[src/psa_pkg.sv]
// shared constants and types for the sequencer, stack and status block
package psa_pkg;
	localparam int PC_W = 11;
	localparam int WORD_W = 14;
	localparam int DATA_W = 8;
	localparam logic [10:0] RESET_VECTOR = 11'h000;
	localparam logic [10:0] IRQ_VECTOR = 11'h001;
	localparam logic [6:0] STATUS_ADDR = 7'h03;
	localparam logic [6:0] COUNTER_LOW_ADDR = 7'h02;
	localparam logic [7:0] STATUS_RESET = 8'h00;
	localparam int BIT_C = 0;
	localparam int BIT_DC = 1;
	localparam int BIT_Z = 2;
	localparam int BIT_PD = 3;
	localparam int BIT_TO = 4;
	localparam int BIT_BANK = 5;
	localparam int BIT_SPARE = 6;
	localparam int BIT_LSF = 7;
	localparam logic [7:0] STATUS_WMASK = 8'h67;

	typedef enum logic [3:0] {
		PSA_OP_NONE = 4'h0,
		PSA_OP_ADD = 4'h1,
		PSA_OP_SUB = 4'h2,
		PSA_OP_AND = 4'h3,
		PSA_OP_OR = 4'h4,
		PSA_OP_XOR = 4'h5,
		PSA_OP_RLC = 4'h6,
		PSA_OP_RRC = 4'h7,
		PSA_OP_MOV = 4'h8,
		PSA_OP_COM = 4'h9,
		PSA_OP_INC = 4'ha,
		PSA_OP_DEC = 4'hb
	} psa_alu_e;

	typedef enum logic [2:0] {
		PSA_FL_NONE = 3'h0,
		PSA_FL_Z = 3'h1,
		PSA_FL_ZC = 3'h2,
		PSA_FL_ALL = 3'h3
	} psa_flags_e;

	typedef enum logic [3:0] {
		PSA_PC_SEQ = 4'h0,
		PSA_PC_JUMP = 4'h1,
		PSA_PC_CALL = 4'h2,
		PSA_PC_RET = 4'h3,
		PSA_PC_IRET = 4'h4,
		PSA_PC_LRET = 4'h5,
		PSA_PC_SKIP = 4'h6,
		PSA_PC_TBL_LO = 4'h7,
		PSA_PC_TBL_HI = 4'h8
	} psa_flow_e;

	typedef enum logic [1:0] {
		PSA_ST_FETCH = 2'b00,
		PSA_ST_EXEC = 2'b01,
		PSA_ST_FLUSH = 2'b10,
		PSA_ST_TABLE = 2'b11
	} psa_state_e;

	// one decoded instruction as handed in by the decoder
	typedef struct packed {
		psa_flow_e flow;
		psa_alu_e op;
		psa_flags_e flags;
		logic use_literal;
		logic [7:0] literal;
		logic [10:0] target;
		logic write_acc;
		logic write_file;
		logic [6:0] file_addr;
		logic watchdog_kick;
		logic sleep;
	} psa_instr_s;
endpackage

[src/psa_core.sv]
// program counter, return stack, table read, alu and status flags
module psa_core #(
	parameter int DEPTH = 5
) (
	// clock and reset
	input wire logic clk_in,
	input wire logic rstn_in,
	// program memory fetch port
	output logic [10:0] rom_addr_out,
	input wire logic [13:0] rom_data_in,
	// decoded instruction from the decoder
	input wire psa_pkg::psa_instr_s instr_in,
	output logic instr_take_out,
	// interrupt entry request
	input wire logic irq_req_in,
	output logic irq_ack_out,
	// file plane operand and write-back
	input wire logic [7:0] file_rd_data_in,
	output logic file_wr_out,
	output logic [6:0] file_wr_addr_out,
	output logic [7:0] file_wr_data_out,
	output logic [7:0] status_out,
	// table pointer registers
	input wire logic [2:0] rom_pointer_upper_in,
	input wire logic [7:0] rom_pointer_lower_in,
	// system events and supply monitor
	input wire logic low_supply_in,
	input wire logic [1:0] config_word_lvd_in,
	output logic [1:0] lvd_threshold_out,
	input wire logic watchdog_expiry_in,
	input wire logic power_on_reset_in,
	input wire logic low_voltage_reset_in,
	// observation
	output logic [7:0] acc_out,
	output logic [10:0] pc_out,
	output logic [2:0] page_out,
	output logic sram_bank_select_out,
	output logic [2:0] stack_count_out
);
	psa_pkg::psa_state_e state;
	psa_pkg::psa_state_e next_state;
	logic [10:0] pc;
	logic [10:0] next_pc;
	logic [7:0] acc;
	logic [7:0] status;
	logic [10:0] stack_mem [DEPTH];
	logic [2:0] sp;
	logic [2:0] count;
	logic push;
	logic pop;
	logic [10:0] stack_top;
	logic [2:0] sp_dec;
	logic [2:0] sp_inc;
	logic [8:0] sum;
	logic [4:0] nib;
	logic [7:0] opnd;
	logic [7:0] result;
	logic res_c;
	logic res_dc;
	logic [10:0] tbl_addr;
	logic exec;
	logic pcl_write;
	logic status_write;

	// a pending interrupt displaces the instruction, which is offered again on return
	assign exec = (state == psa_pkg::PSA_ST_EXEC) && !irq_req_in;
	assign instr_take_out = exec;
	assign irq_ack_out = (state == psa_pkg::PSA_ST_EXEC) && irq_req_in;
	assign opnd = instr_in.use_literal ? instr_in.literal : file_rd_data_in;
	assign pcl_write = exec && instr_in.write_file
		&& (instr_in.file_addr == psa_pkg::COUNTER_LOW_ADDR);
	assign status_write = exec && instr_in.write_file
		&& (instr_in.file_addr == psa_pkg::STATUS_ADDR);
	assign tbl_addr = {rom_pointer_upper_in, rom_pointer_lower_in};

	// stack pointer arithmetic wraps at DEPTH so a full push drops the oldest
	assign sp_inc = (sp == 3'(DEPTH - 1)) ? 3'h0 : sp + 3'h1;
	assign sp_dec = (sp == 3'h0) ? 3'(DEPTH - 1) : sp - 3'h1;
	// a pop reads the entry just below the pointer
	assign stack_top = stack_mem[sp_dec];
	assign push = irq_ack_out
		|| (exec && instr_in.flow == psa_pkg::PSA_PC_CALL);
	assign pop = exec && (instr_in.flow == psa_pkg::PSA_PC_RET
		|| instr_in.flow == psa_pkg::PSA_PC_IRET
		|| instr_in.flow == psa_pkg::PSA_PC_LRET);

	// alu
	// rotates and logic ops leave nibble carry as it was
	always_comb begin
		sum = 9'h000;
		nib = 5'h00;
		result = 8'h00;
		res_c = status[psa_pkg::BIT_C];
		res_dc = status[psa_pkg::BIT_DC];
		case (instr_in.op)
			psa_pkg::PSA_OP_ADD: begin
				sum = {1'b0, acc} + {1'b0, opnd};
				nib = {1'b0, acc[3:0]} + {1'b0, opnd[3:0]};
				result = sum[7:0];
				res_c = sum[8];
				res_dc = nib[4];
			end
			psa_pkg::PSA_OP_SUB: begin
				// carry out of f + ~w + 1 is the inverted borrow
				sum = {1'b0, opnd} + {1'b0, ~acc} + 9'h001;
				nib = {1'b0, opnd[3:0]} + {1'b0, ~acc[3:0]} + 5'h01;
				result = sum[7:0];
				res_c = sum[8];
				res_dc = nib[4];
			end
			psa_pkg::PSA_OP_AND: result = acc & opnd;
			psa_pkg::PSA_OP_OR: result = acc | opnd;
			psa_pkg::PSA_OP_XOR: result = acc ^ opnd;
			psa_pkg::PSA_OP_RLC: begin
				result = {opnd[6:0], status[psa_pkg::BIT_C]};
				res_c = opnd[7];
			end
			psa_pkg::PSA_OP_RRC: begin
				result = {status[psa_pkg::BIT_C], opnd[7:1]};
				res_c = opnd[0];
			end
			psa_pkg::PSA_OP_MOV: result = opnd;
			psa_pkg::PSA_OP_COM: result = ~opnd;
			psa_pkg::PSA_OP_INC: result = opnd + 8'h01;
			psa_pkg::PSA_OP_DEC: result = opnd - 8'h01;
			default: result = acc;
		endcase
	end

	// counter selection
	always_comb begin
		next_pc = pc;
		next_state = state;
		case (state)
			psa_pkg::PSA_ST_FETCH: next_state = psa_pkg::PSA_ST_EXEC;
			psa_pkg::PSA_ST_EXEC: begin
				next_pc = pc + 11'h001;
				if (irq_req_in) begin
					next_pc = psa_pkg::IRQ_VECTOR;
					next_state = psa_pkg::PSA_ST_FLUSH;
				end else begin
					case (instr_in.flow)
						psa_pkg::PSA_PC_JUMP, psa_pkg::PSA_PC_CALL: begin
							next_pc = instr_in.target;
							next_state = psa_pkg::PSA_ST_FLUSH;
						end
						psa_pkg::PSA_PC_RET, psa_pkg::PSA_PC_IRET, psa_pkg::PSA_PC_LRET: begin
							next_pc = stack_top;
							next_state = psa_pkg::PSA_ST_FLUSH;
						end
						psa_pkg::PSA_PC_SKIP: begin
							next_pc = pc + 11'h002;
							next_state = psa_pkg::PSA_ST_FLUSH;
						end
						// counter already stepped; the pointer owns the fetch port next cycle
						psa_pkg::PSA_PC_TBL_LO, psa_pkg::PSA_PC_TBL_HI:
							next_state = psa_pkg::PSA_ST_TABLE;
						default: begin
							if (pcl_write) begin
								next_pc = {pc[10:8], result};
								next_state = psa_pkg::PSA_ST_FLUSH;
							end
						end
					endcase
				end
			end
			psa_pkg::PSA_ST_FLUSH: next_state = psa_pkg::PSA_ST_EXEC;
			psa_pkg::PSA_ST_TABLE: next_state = psa_pkg::PSA_ST_EXEC;
			default: next_state = psa_pkg::PSA_ST_FETCH;
		endcase
	end

	// table cycle borrows the fetch port for one cycle
	assign rom_addr_out = (state == psa_pkg::PSA_ST_TABLE) ? tbl_addr : pc;

	always_ff @(posedge clk_in or negedge rstn_in) begin
		if (!rstn_in) begin
			state <= psa_pkg::PSA_ST_FETCH;
		end else begin
			state <= next_state;
		end
	end

	always_ff @(posedge clk_in or negedge rstn_in) begin
		if (!rstn_in) begin
			pc <= psa_pkg::RESET_VECTOR;
		end else begin
			pc <= next_pc;
		end
	end

	// table read type remembered across the extra cycle
	logic tbl_kind;
	always_ff @(posedge clk_in or negedge rstn_in) begin
		if (!rstn_in) begin
			tbl_kind <= 1'b0;
		end else if (exec) begin
			tbl_kind <= (instr_in.flow == psa_pkg::PSA_PC_TBL_HI);
		end
	end

	// accumulator
	always_ff @(posedge clk_in or negedge rstn_in) begin
		if (!rstn_in) begin
			acc <= 8'h00;
		end else if (state == psa_pkg::PSA_ST_TABLE) begin
			acc <= tbl_kind ? {2'b00, rom_data_in[13:8]} : rom_data_in[7:0];
		end else if (exec && instr_in.flow == psa_pkg::PSA_PC_LRET) begin
			acc <= instr_in.literal;
		end else if (exec && instr_in.write_acc) begin
			acc <= result;
		end
	end

	// return stack, contents not reset
	// interrupt entry saves the address of the displaced instruction
	always_ff @(posedge clk_in) begin
		if (push) begin
			stack_mem[sp] <= irq_ack_out ? pc : pc + 11'h001;
		end
	end

	// pointer marks the next free slot; a pop on empty still moves it, content is stale
	always_ff @(posedge clk_in or negedge rstn_in) begin
		if (!rstn_in) begin
			sp <= 3'h0;
		end else if (push) begin
			sp <= sp_inc;
		end else if (pop) begin
			sp <= sp_dec;
		end
	end

	// occupancy saturates at the depth, an overwritten entry is gone for good
	always_ff @(posedge clk_in or negedge rstn_in) begin
		if (!rstn_in) begin
			count <= 3'h0;
		end else if (push) begin
			if (count != 3'(DEPTH)) begin
				count <= count + 3'h1;
			end
		end else if (pop) begin
			if (count != 3'h0) begin
				count <= count - 3'h1;
			end
		end
	end

	// status register
	logic [7:0] next_status;
	always_comb begin
		next_status = status;
		if (status_write) begin
			next_status = (status & ~psa_pkg::STATUS_WMASK)
				| (result & psa_pkg::STATUS_WMASK);
		end
		if (exec && instr_in.flags != psa_pkg::PSA_FL_NONE) begin
			// operation flags win over a direct write
			next_status[psa_pkg::BIT_Z] = (result == 8'h00);
			if (instr_in.flags == psa_pkg::PSA_FL_ZC || instr_in.flags == psa_pkg::PSA_FL_ALL) begin
				next_status[psa_pkg::BIT_C] = res_c;
			end
			if (instr_in.flags == psa_pkg::PSA_FL_ALL) begin
				next_status[psa_pkg::BIT_DC] = res_dc;
			end
		end
		if ((exec && instr_in.watchdog_kick) || power_on_reset_in || low_voltage_reset_in) begin
			next_status[psa_pkg::BIT_PD] = 1'b0;
			next_status[psa_pkg::BIT_TO] = 1'b0;
		end
		// power-down set by sleep wins over a same-cycle clear
		if (exec && instr_in.sleep) begin
			next_status[psa_pkg::BIT_PD] = 1'b1;
			next_status[psa_pkg::BIT_TO] = 1'b0;
		end
		// timeout event wins over a same-cycle clear
		if (watchdog_expiry_in) begin
			next_status[psa_pkg::BIT_TO] = 1'b1;
		end
		// supply level copied every cycle, software writes never reach it
		next_status[psa_pkg::BIT_LSF] = low_supply_in;
	end

	always_ff @(posedge clk_in or negedge rstn_in) begin
		if (!rstn_in) begin
			status <= psa_pkg::STATUS_RESET;
		end else begin
			status <= next_status;
		end
	end

	// file write-back of alu result
	// status lives here, so its writes never leave the block
	always_ff @(posedge clk_in or negedge rstn_in) begin
		if (!rstn_in) begin
			file_wr_out <= 1'b0;
			file_wr_addr_out <= 7'h00;
			file_wr_data_out <= 8'h00;
		end else begin
			file_wr_out <= exec && instr_in.write_file && !status_write;
			file_wr_addr_out <= instr_in.file_addr;
			file_wr_data_out <= result;
		end
	end

	assign status_out = status;
	assign acc_out = acc;
	assign pc_out = pc;
	assign page_out = pc[10:8];
	assign sram_bank_select_out = status[psa_pkg::BIT_BANK];
	assign stack_count_out = count;

	// threshold code only passes on to the supply comparator, which sits outside
	always_ff @(posedge clk_in or negedge rstn_in) begin
		if (!rstn_in) begin
			lvd_threshold_out <= 2'b00;
		end else begin
			lvd_threshold_out <= config_word_lvd_in;
		end
	end
endmodule

[config.mk]
export PLATFORM = sky130hd
export DESIGN_NAME = psa_core
export DESIGN_NICKNAME = d
export VERILOG_FILES = /design/src/psa_pkg.sv /design/src/psa_core.sv
export SDC_FILE = /design/constraint.sdc
export NUM_CORES = 1
export LEC_CHECK = 0
export ABC_CLOCK_PERIOD_IN_PS = 2600
export BUFFER_PORTS_ARGS = -buffer_cell sky130_fd_sc_hd__buf_2
export CAP_MARGIN = 20
export CORE_MARGIN = 8
export CORE_UTILIZATION = 51
export CTS_CLUSTER_DIAMETER = 120
export DETAILED_ROUTE_END_ITERATION = 10
export PLACE_DENSITY = 0.77
export SYNTH_ARGS = -nofsm -noshare
export SYNTH_HDL_FRONTEND = slang
export SYNTH_SLANG_ARGS = --single-unit
[constraint.sdc]
create_clock -name clk_in -period 2.6 [get_ports clk_in]
set_input_delay 0.13 -clock clk_in [delete_from_list [all_inputs] [get_ports clk_in]]
set_output_delay 0.13 -clock clk_in [all_outputs]
set_load 0.05 [all_outputs]
# --- Word-level counts from Yosys, hierarchy flattened ---
# Memories as Yosys holds them, arrays and structs flattened.
# Index checks and enable logic that the tools add are counted.
op_classes:
  reduce_logical: 39
  eq_ne: 33
  add_sub_neg: 14
  mux: 34
  n_bitwise: 7
op_table:
  columns: ["op", "n"]
  rows:
  - ["$pmux W8 S11", 1]
  - ["$mux W11", 4]
  - ["$pmux W11 S4", 1]
  - ["$mux W8", 5]
  - ["$eq A4 B3 Y1 const B", 8]
  - ["$mux W3", 9]
  - ["$eq A4 B4 Y1 const B", 5]
  - ["$add A8 B8 Y9", 2]
  - ["$eq A4 B2 Y1 const B", 4]
  - ["$not A8 Y8", 2]
  - ["$eq A7 B2 Y1 const B", 2]
  - ["$logic_and A1 B1 Y1", 13]
  - ["$ne A6 B2 Y1 const B", 2]
  - ["$reduce_bool A3 Y1", 4]
  - ["$add A11 B1 Y11 const B", 1]
  - ["$add A11 B2 Y11 const B", 1]
  - ["$add A4 B4 Y5", 2]
  - ["$add A9 B1 Y9 const B", 1]
  - ["$add A8 B1 Y8 const B", 1]
  - ["$and A8 B8 Y8", 1]
  - ["$eq A4 B1 Y1 const B", 2]
  - ["$logic_not A8 Y1", 1]
  - ["$mux W2", 4]
  - ["$or A8 B8 Y8", 1]
  - ["31 further kinds", 50]
word_totals:
  ramBits: 55
  wordCells: 146
  register_bits: 54
  output_inout_bits: 65
  n_memories: 1
mem_list:
  columns: ["memory", "depth", "word_bits", "rd", "rd_clocked_by_memory_dff", "wr", "line", "source"]
  rows:
  - ["stack_mem", 5, 11, 1, 0, 1, "psa_core.sv:46", "logic [10:0] stack_mem [DEPTH];"]

# --- Longest topological paths before layout ---
# Gate-level depths: netlist of the first run.
depth:
  ltp_word: 9
  mapped_depth: 14

# --- Worst setup path before layout of the first run ---
# No wires, ideal clock.
synth_path:
  path_kind: "reg-to-reg"
  startpoint: "reg acc[0], in the netlist acc_out[0]"
  endpoint: "reg status[2], in the netlist status_out[2]"
  t_arrival_ps: 3052
  path_slack_ps: -543
  period_less_slack_ps: 3143
  setup_time_ps: 92
  stages_incl_launch_ff: 11
  required_ps: 2508
  cell_sequence: "dfrtp_1 ha_1 inv_1 fa_1 nor3_1 a21oi_1 a211oi_1 o32a_4 or4_1 or4_1 o31ai_2"
synth_between:
  elab_cells_between_ends: 12
  cone_classes: "3 x add/sub; 3 x mux; 5 x bitwise; 1 x reduce/logical"
synth_rtl:
  columns: ["element", "line", "source"]
  rows:
  - ["start, declared", "psa_core.sv:44", "logic [7:0] acc;"]
  - ["start signal, assigned", "psa_core.sv:207", "acc <= tbl_kind ? {2'b00, rom_data_in[13:8]} : rom_data_in[7:0];"]
  - ["start signal, assigned", "psa_core.sv:209", "acc <= instr_in.literal;"]
  - ["start signal, assigned", "psa_core.sv:211", "acc <= result;"]
  - ["$not A8 Y8", "psa_core.sv:105", "sum = {1'b0, opnd} + {1'b0, ~acc} + 9'h001;"]
  - ["$add A8 B8 Y9", "psa_core.sv:105", null]
  - ["$add A9 B1 Y9", "psa_core.sv:105", null]
  - ["$pmux W8 S11 *", "psa_core.sv:95", "case (instr_in.op)"]
  - ["via result[1]", "psa_core.sv:57", "logic [7:0] result;"]
  - ["$logic_not A8 Y1 *", "psa_core.sv:259", "next_status[psa_pkg::BIT_Z] = (result == 8'h00);"]
  - ["$mux W3 *", "psa_core.sv:257", "if (exec && instr_in.flags != psa_pkg::PSA_FL_NONE) begin"]
  - ["end signal, assigned", "psa_core.sv:286", "status <= psa_pkg::STATUS_RESET;"]
  - ["end signal, assigned", "psa_core.sv:288", "status <= next_status;"]
  - ["end, declared", "psa_core.sv:45", "logic [7:0] status;"]
# The timed path passes the listed nets; every way through them passes the cells marked *. The select of a mux whose other input is x is not followed.
# A chain may end at the register's enable or synchronous reset.

# --- Worst setup path after layout of the first run ---
# Same ends and word-level chain as after synthesis.

==> results of run 1 <==
-- sequential cells by signal (all words and copies together) (netlist names), 3 cells and up --
signal	flops
status_out	8
file_wr_data_out	8
acc_out	8
pc_out	11
stack_mem	55
file_wr_addr_out	7
sp	3
stack_count_out	3
-- worst register-to-register path, stage by stage, from the launching register on --
cell and delay, ps:
dfrtp_4 450, ha_4 140, inv_1 40, fa_2 510, nor3_1 40, a21oi_1 160
a211oi_2 90, o32a_4 330, or4_4 480, or4_4 450, o31ai_4 180
-- worst paths after layout --
check / slack, ps / endpoint / cells past startpoint / startpoint
max in group asynchronous: 1660 / acc_out[0] / 3 / rstn_in
min in group asynchronous: 290 / sp[1] / 2 / rstn_in
worst min register to register: 510 / status_out[6] / 1 / status_out[6]
worst min-delay path: 20 / file_wr_out / 3 / instr_in[9]
worst max register to register: -370 / status_out[2] / 10 / acc_out[0]
worst max-delay path: -370 / status_out[2] / 10 / acc_out[0]
-- logic make-up (layout without fill, tap and decap cells) --
logic type / Yosys count / after routing / synth area share, %
other cells: 0 / 1 / 0
flops: 109 / 109 / 39.27
fa+ha+maj: 40 / 40 / 6.938
simple gates: 223 / 223 / 14.29
xor+xnor: 33 / 33 / 3.780
mux: 62 / 62 / 10.80
compound gates: 219 / 219 / 20.06
buf+inv: 90 / 357 / 4.860
-- stage by stage --
step	setup slack [ps]	setup TNS (ps)	hold WS [ps]	total power, mW
3_5_place_dp	-532.8	-4829	147.9	9.073
6_report	-369.3	-1302	24.89	10.65
5_1_grt	-456.4	-2422	34.61	11.17
3_3_place_gp	-463.0	-4220	133.2	8.945
4_1_cts	-358.3	-986.8	13.04	10.50
2_1_floorplan	-301.0	-301.0	-165.6	6.854
-- metal layers --
layer	GRT usage (%)	vias to the layer above	wire length (um)
li1	-	3436	-
met5	0	-	0
met3	4.829	62	1795
met1	30.82	3636	9932
met4	12.93	0	1107
met2	44.81	353	12830
-- power groups by stage --
stage	logic (mW)	registers (mW)	clock network, mW
3_5_place_dp	6.35	2.72	0
2_1_floorplan	3.44	3.42	0
3_3_place_gp	6.24	2.71	0
6_report	6.60	2.71	1.34
4_1_cts	6.45	2.69	1.35
5_1_grt	7.02	2.75	1.40
-- final cells by class --
cell class,instances,share of cell area [%]
flip-flops and latches,109,29.89
well taps,184,2.285
multi-input cells,577,44.25
inverters,41,1.527
clock inverters,6,0.5091
repair buffers,300,19.25
diodes,1,0.02483
clock buffers,10,2.272
-- what timing repair did --
| item | in CTS | in global routing |
|---|---|---|
| hold buffers | 13 | 0 |
| pin swaps | 1 | 2 |
| buffers inserted | 2 | 0 |
| endpoints found under the hold margin | 36 | 0 |
| endpoints found under the setup margin | 11 | 20 |
| resized for setup | 13 | 19 |
-- cells in the final DEF, fill, tap and decap left out, types with 6 or more instances in the layout --
master,n
inv_1,36
ha_1,33
nor3_1,14
buf_2,148
and3_1,10
o211ai_1,7
mux2i_1,25
clkbuf_16,9
nor2_1,61
o31ai_1,8
mux4_2,11
a31oi_1,8
nand2b_1,9
o22ai_1,15
a22oi_1,8
nand2_1,59
xor2_1,11
nor2b_1,13
dfrtp_1,49
nand3_1,19
a211oi_1,11
edfxtp_1,55
xnor2_1,22
o221ai_1,6
a221oi_1,6
a21oi_1,49
dlygate4sd3_1,13
mux2_2,21
o21ai_0,28
buf_4,137
==> flow_summary.ini, run 1 <==
[run_status]
status = finished with violations
violations = negative setup slack

[drt]
wl_per_cell_um = 20.90
ant_nets = 0
viasPerCell = 6.097
routed_wl_um = 25670
drc = 0
drtPass1Iterations = 8
drtIter0Drc = 823
dr_total_vias = 7487

[placed_design]
io_buffers = 148
place_inst = 1197
hpwl_um = 19910
place.gp.congestion = 0.9941
post_dp_cell_area_um2 = 9519

[die]
die_area_um2 = 19170
die_width_um = 138.4
die_h_um = 138.4
coreArea_um2 = 14590
start_util_pct = 52.41
ioPinCount = 149
num_rows = 44

[logic_synthesis]
syn_inst = 776
synth_edf_count = 55
ys.warnings.count = 0
synth_top_area_cell = edfxtp_1
synthTopCellsByArea = edfxtp_1, dfrtp_1, ha_1
synth_commonest_cells = nor2_1, nand2_1, edfxtp_1
ys.flop_type = edfxtp_1
yosysTopAreaCellShare_pct = 21.60
syn-mean-instance-area_um2 = 9.853
synth_fp_nets = 900
ys_ff_latch = 109
ys_async_sr_fraction_pct = 49.54
seq_area_frac_synth_pct = 39.27
yosysMostFrequentCell = nor2_1
synth.distinct_cells = 78
syn_area_um2 = 7646

[critical_path]
worst-path-max-fanout = 3
cpMaxStageDelayCell = fa_2
path_class = reg -> reg
worst_setup_path_end_kind = flop
cpLargestDelayFamily = simple AND/OR/NAND/NOR gates
cp_cell_sequence = ha_4, inv_1, fa_2, nor3_1, a21oi_1, a211oi_2, o32a_4, or4_4, or4_4, o31ai_4
critPathBufInv = 1
cp.required_ps = 2870
max_stage_delay_ps = 510
startpoint_type = flop
crit_arrival_ps = 3240
crit_path_frequent_cell = or4_4

[pwr]
seqPwrFrac_pct = 25.4
p_sw_mw = 5.166
vdd_drop_max_mv = 0.9216
p_comb_share_pct = 62.0
power.density_nw_per_um2 = 1057
internal_power_mw = 5.485
p_clk_share_pct = 12.6
p_leak_nw = 4.498
p_sw_share_pct = 48.50

[grt]
antenna_found_initial = 1
grt_pass1_wl_um = 40450
grt_max_degree = 39
grt_util_all_layers_pct = 26.14
grt_pass1_vias = 7438
grt.overflow.total = 0

[cts]
cts_inserted_buffers = 9
clk_pin_slew_worst_paths_ps = 70
clk_latency_ps = 370
clock_path_buffers = 2
cts_tree = yes
clock-sinks = 109
root_buffer = clkbuf_16
htree_levels = 3

[min_path]
hold_path_class = in -> reg

[layout]
final_cells = 1228
multi_input_area_um2 = 4459
nNetsFinal = 1162
fill_cells = 1141
area_delta_synth_final_pct = 31.80
utilization_pct = 69.07
seq_area_um2 = 3012
design_area_um2 = 10080
drive_above_1_share_pct = 37.10

[timing]
finalSetupViolCount = 9
final.setup.worst_slack_ps = -369.3
fmax_mhz = 336.8
skew_ps = 15.89
rsz0062_at_grt = true
drv_slew = 0
final-hold-violation-count = 0
min_period_ps = 2969
tightestPinTransition_ps = 647.7
slew_headroom_pct = 56.49
fin_crit_sh_pct = 114.2

[flow_run]
cap_violations = 0
Note: power is estimated with default switching activity, not from simulation.
==> run 2, diff against run 1 <==
--- a/config.mk
+++ b/config.mk
@@ -6,12 +6,13 @@
 export NUM_CORES = 1
 export LEC_CHECK = 0
 export ABC_CLOCK_PERIOD_IN_PS = 2600
-export BUFFER_PORTS_ARGS = -buffer_cell sky130_fd_sc_hd__buf_2
 export CAP_MARGIN = 20
+export CORE_ASPECT_RATIO = 1.75
 export CORE_MARGIN = 8
-export CORE_UTILIZATION = 51
+export CORE_UTILIZATION = 59
 export CTS_CLUSTER_DIAMETER = 120
 export DETAILED_ROUTE_END_ITERATION = 10
+export DONT_BUFFER_PORTS = 1
 export PLACE_DENSITY = 0.77
 export SYNTH_ARGS = -nofsm -noshare
 export SYNTH_HDL_FRONTEND = slang
==> run 2 against run 1 <==
Compared with the run above: the flow still finishes with violations (negative setup slack); non-clock buffer count fell by 135; flip-flop and latch count did not move; register-to-register slack got worse by 30 ps; clock power rose by 4%; critical path depth fell by 1; sequential share of layout area rose by 1.1 points; die area fell by 11%; worst hold slack improved by 5.7 ps; worst setup slack got worse by 34 ps; largest power group unchanged; highest routed layer unchanged.
==> flow_summary.ini, run 2 (synthesis gave the netlist of run 1 again) <==
[run_status]
status = finished with violations
violations = negative setup slack

[critical_path]
max_stage_delay_ps = 520
cp_cell_sequence = ha_4, inv_2, fa_2, mux2i_1, nor4_2, o32a_4, or4_4, or4_4, o31ai_2
worst_setup_path_end_kind = flop
startpoint_type = flop
path_class = reg -> reg
worst-path-max-fanout = 4
cp.required_ps = 2870
crit_arrival_ps = 3280
crit_path_frequent_cell = or4_4
cpMaxStageDelayCell = dfrtp_4

[grt]
grt.overflow.total = 0
grt_util_all_layers_pct = 34.53
grt_pass1_wl_um = 43950
grt_max_degree = 55
grt_pass1_vias = 7632
antenna_found_initial = 0

[cts]
root_buffer = clkbuf_16
clk_pin_slew_worst_paths_ps = 80
clock_path_buffers = 2
clock-sinks = 109
clk_latency_ps = 360
cts_inserted_buffers = 9
cts_tree = yes
htree_levels = 3

[die]
ioPinCount = 149
die_width_um = 102.1
start_util_pct = 59.74
die_area_um2 = 17000
coreArea_um2 = 12800
die_h_um = 166.6
num_rows = 55

[timing]
fmax_mhz = 333.0
tightestPinTransition_ps = 983.5
skew_ps = 9.061
final.setup.worst_slack_ps = -403.0
rsz0062_at_grt = true
drv_slew = 0
fin_crit_sh_pct = 115.5
hold_slack_ps = 30.56
slew_headroom_pct = 34.19
min_period_ps = 3003
final-hold-violation-count = 0
finalSetupViolCount = 9

[layout]
drive_above_1_share_pct = 31.06
final_common_cell = buf_4
layout_common_cells = buf_4, nor2_1, nand2_1
largest_reg_flops = 55
top_register = stack_mem
area_delta_synth_final_pct = 27.23
utilization_pct = 76.00
design_area_um2 = 9728
diodes = 0
nNetsFinal = 1027

[placed_design]
io_buffers = 0
post_dp_cell_area_um2 = 8727
place.gp.congestion = 1.050
pre_cts_slack_ps = -446.3
hpwl_um = 21920

[drt]
drtPass1Iterations = 6
drc = 0
viasPerCell = 6.818
ant_nets = 0
routed_wl_um = 29360
wl_per_cell_um = 27.21
dr_total_vias = 7357
drtIter0Drc = 605

[flow_run]
cap_violations = 0

[min_path]
hold_path_class = in -> reg

[pwr]
vdd_drop_max_mv = 1.128
power.density_nw_per_um2 = 1149
p_leak_nw = 4.024
run 2: power by group:
group | switching (mW) | leakage (nW) | internal (mW)
registers | 0.623 | 1.15 | 2.32
logic | 4.17 | 2.73 | 2.66
clock network | 0.721 | 0.143 | 0.682
run 2: path summary, 6_finish.rpt:
check	start	to	slack, ps	depth (start not counted)
max in group asynchronous	rstn_in	acc_out[3]	2030	2
max	acc_out[0]	status_out[2]	-400	9
min reg2reg	stack_count_out[0]	stack_count_out[0]	620	2
max reg2reg	acc_out[0]	status_out[2]	-400	9
min in group asynchronous	rstn_in	sp[0]	300	2
min	instr_in[16]	pc_out[5]	30	2
run 2: metal layers:
metal / vias to the layer above / share of wire [%] / track usage (%)
met5: - / 0 / 0
met3: 170 / 8.2 / 7.641
met1: 3525 / 31 / 33.39
met2: 498 / 52 / 60.41
li1: 3164 / - / -
met4: 0 / 8.9 / 27.12
run 2: critical path: cells and delay by family, from the launching register on:
family,cells,cell delay (ps)
simple gates,3,980
fa+ha+maj,2,590
buf+inv,1,50
flops,1,520
compound gates,2,560
mux,1,210
run 2: area by class of cell:
class	instances	area, um^2
Clock buffer	9	225.2
Tap cell	171	214.0
Multi-Input combinational cell	577	4682
Fill cell	884	3072
Timing Repair Buffer	165	1366
Inverter	41	156.4
Clock inverter	7	72.57
Sequential cell	109	3012
run 2: stage by stage:
| stage | std cells | setup TNS, ps | total power, mW |
|---|---|---|---|
| after floorplan | 776 | -301.0 | 6.854 |
| after global placement | 1033 | -1619 | 8.680 |
| after detailed placement | 1033 | -2346 | 8.852 |
| after CTS | 1072 | -964.8 | 10.69 |
| after global routing | 1079 | -1764 | 11.62 |
| final | 1079 | -826.9 | 11.18 |
run 2: timing repair:
| item | 4_1_cts | 5_1_grt |
|---|---|---|
| pin swaps | 19 | 17 |
| endpoints found under the hold margin | 73 | 1 |
| setup endpoints to repair | 16 | 25 |
| hold buffers | 18 | 1 |
| gates resized for setup | 45 | 45 |
| setup buffers | 7 | 8 |
==> run 3, diff against run 2 <==
--- a/config.mk
+++ b/config.mk
@@ -13,7 +13,8 @@
 export CTS_CLUSTER_DIAMETER = 120
 export DETAILED_ROUTE_END_ITERATION = 10
 export DONT_BUFFER_PORTS = 1
-export PLACE_DENSITY = 0.77
+export PLACE_DENSITY = 0.78
+export SKIP_CTS_REPAIR_TIMING = 1
 export SYNTH_ARGS = -nofsm -noshare
 export SYNTH_HDL_FRONTEND = slang
 export SYNTH_SLANG_ARGS = --single-unit
==> run 3 against run 2 <==
Compared with the run above: the flow still finishes with violations (negative setup slack); worst hold slack worse by 28 ps; register-to-register slack better by 80 ps; flip-flop and latch count stayed put; worst setup slack better by 84 ps; utilization is 3.8 points lower; critical path depth stayed put; sequential share of layout area is 1.6 points higher; clock-buffer cell count stayed put; critical path type unchanged; critical endpoint unchanged; largest power group unchanged.
==> flow_summary.ini, run 3 (synthesis gave the netlist of run 1 again) <==
[cts]
cts_inserted_buffers = 9
clock-sinks = 109
clock_path_buffers = 2
clk_latency_ps = 360
clk_pin_slew_worst_paths_ps = 80
htree_levels = 3
cts_tree = yes
root_buffer = clkbuf_16

[timing]
final.setup.worst_slack_ps = -319.1
rsz0062_at_grt = true
drv_slew = 0
final-hold-violation-count = 0
min_period_ps = 2919
fin_crit_sh_pct = 112.3
skew_ps = 9.916
tightestPinTransition_ps = 922.3
slew_headroom_pct = 38.52
fmax_mhz = 342.6
finalSetupViolCount = 11

[die]
ioPinCount = 149
coreArea_um2 = 12800
die_area_um2 = 17000
num_rows = 55
start_util_pct = 59.74
die_h_um = 166.6
die_width_um = 102.1

[drt]
routed_wl_um = 28380
viasPerCell = 6.831
wl_per_cell_um = 26.85
drc = 0
drtIter0Drc = 507
drtPass1Iterations = 7
dr_total_vias = 7220
ant_nets = 0

[critical_path]
cpMaxStageDelayCell = dfrtp_4
max_stage_delay_ps = 510
worst_setup_path_end_kind = flop
cp.required_ps = 2870
startpoint_type = flop
critPathLaunch = acc_out[0]
r2r-end = status_out[2]
crit_arrival_ps = 3190
r2r_cells = 9
timing.rr.start = acc_out[0]
crit_path_frequent_cell = or4_4
cp_cell_sequence = ha_4, inv_2, fa_1, mux2i_1, nor4_1, o32a_4, or4_4, or4_4, o31ai_2
worst-path-max-fanout = 3
r2r_setup_slack_ps = -320
path_class = reg -> reg

[grt]
grt_pass1_wl_um = 41920
antenna_found_initial = 1
grt.overflow.total = 0
grt_util_all_layers_pct = 32.62
grt_max_degree = 55
grt_pass1_vias = 7204

[run_status]
violations = negative setup slack
status = finished with violations

[placed_design]
post_dp_cell_area_um2 = 8637
io_buffers = 0
place.gp.congestion = 1.043
hpwl_um = 21740

[layout]
diodes = 0
fill_cells = 948
area_delta_synth_final_pct = 20.85
nNetsFinal = 1005
top_register = stack_mem
drive_above_1_share_pct = 25.40
layout_common_cells = buf_4, nor2_1, nand2_1
largest_reg_flops = 55
final_common_cell = buf_4
design_area_um2 = 9240
utilization_pct = 72.19

[pwr]
vdd_drop_max_mv = 0.9302
power.density_nw_per_um2 = 1140
power_mw = 10.53
p_leak_nw = 3.847

[min_path]
hold_end = status_out[3]
worstHoldStart = instr_in[1]
hold_path_class = in -> reg
hold_path_depth = 2

[flow_run]
cap_violations = 0
run 3: cell count changes in the layout (fill, tap and decap cells not counted), moves of 3 or more:
cell | before | now
a21oi_2 | 5 | 2
buf_4 | 135 | 125
o21ai_0 | 25 | 30
a21oi_1 | 46 | 50
buf_6 | 8 | 0
o21ai_2 | 3 | 0
ha_2 | 5 | 1
ha_1 | 27 | 33
run 3: layout make-up:
| class | count | area, um^2 | area share, % |
|---|---|---|---|
| Clock buffer | 9 | 225.2 | 2.437 |
| Sequential cell | 109 | 3012 | 32.59 |
| Inverter | 41 | 153.9 | 1.666 |
| Multi-Input combinational cell | 577 | 4417 | 47.80 |
| Timing Repair Buffer | 143 | 1146 | 12.40 |
| Clock inverter | 7 | 72.57 | 0.7854 |
| Tap cell | 171 | 214.0 | 2.316 |
run 3: worst max-delay path: cells and delay by family, from the launching register on:
kind	cells	cell delay (ps)
flops	1	510
buf+inv	1	40
compound gates	2	590
fa+ha+maj	2	560
mux	1	140
simple gates	3	990
run 3: worst max-delay path by stage:
stage,end,slack (ps),cells past startpoint
2_1_floorplan,status_out[2],-300,9
3_3_place_gp,status_out[2],-330,9
3_5_place_dp,status_out[2],-350,9
4_1_cts,status_out[2],-360,9
5_1_grt,status_out[2],-390,9
6_report,status_out[2],-320,9
run 3: routing by layer:
layer | routed length [um] | vias to the layer above | part of all wire, % | global-route usage [%]
li1 | - | 3130 | - | -
met1 | 8789 | 3498 | 31 | 31.88
met2 | 15420 | 469 | 54 | 59.84
met3 | 2292 | 121 | 8.1 | 6.263
met4 | 1869 | 2 | 6.6 | 19.92
met5 | 11 | - | 0.039 | 0
run 3: metrics by stage:
stage / worst slack [ps] / hold slack, ps / TNS (ps) / instances
6_report: -319.1 / 2.133 / -1409 / 1057
5_1_grt: -395.0 / 4.253 / -3394 / 1057
4_1_cts: -363.2 / -545.1 / -1902 / 1037
3_5_place_dp: -350.7 / -164.4 / -1773 / 1021
3_3_place_gp: -334.7 / -164.0 / -1646 / 1021
2_1_floorplan: -301.0 / -165.6 / -301.0 / 776
run 3: where the power goes:
group	internal, mW	switching, mW
Sequential	2.32	0.609
Clock	0.684	0.705
Combinational	2.32	3.89
Total	5.33	5.21
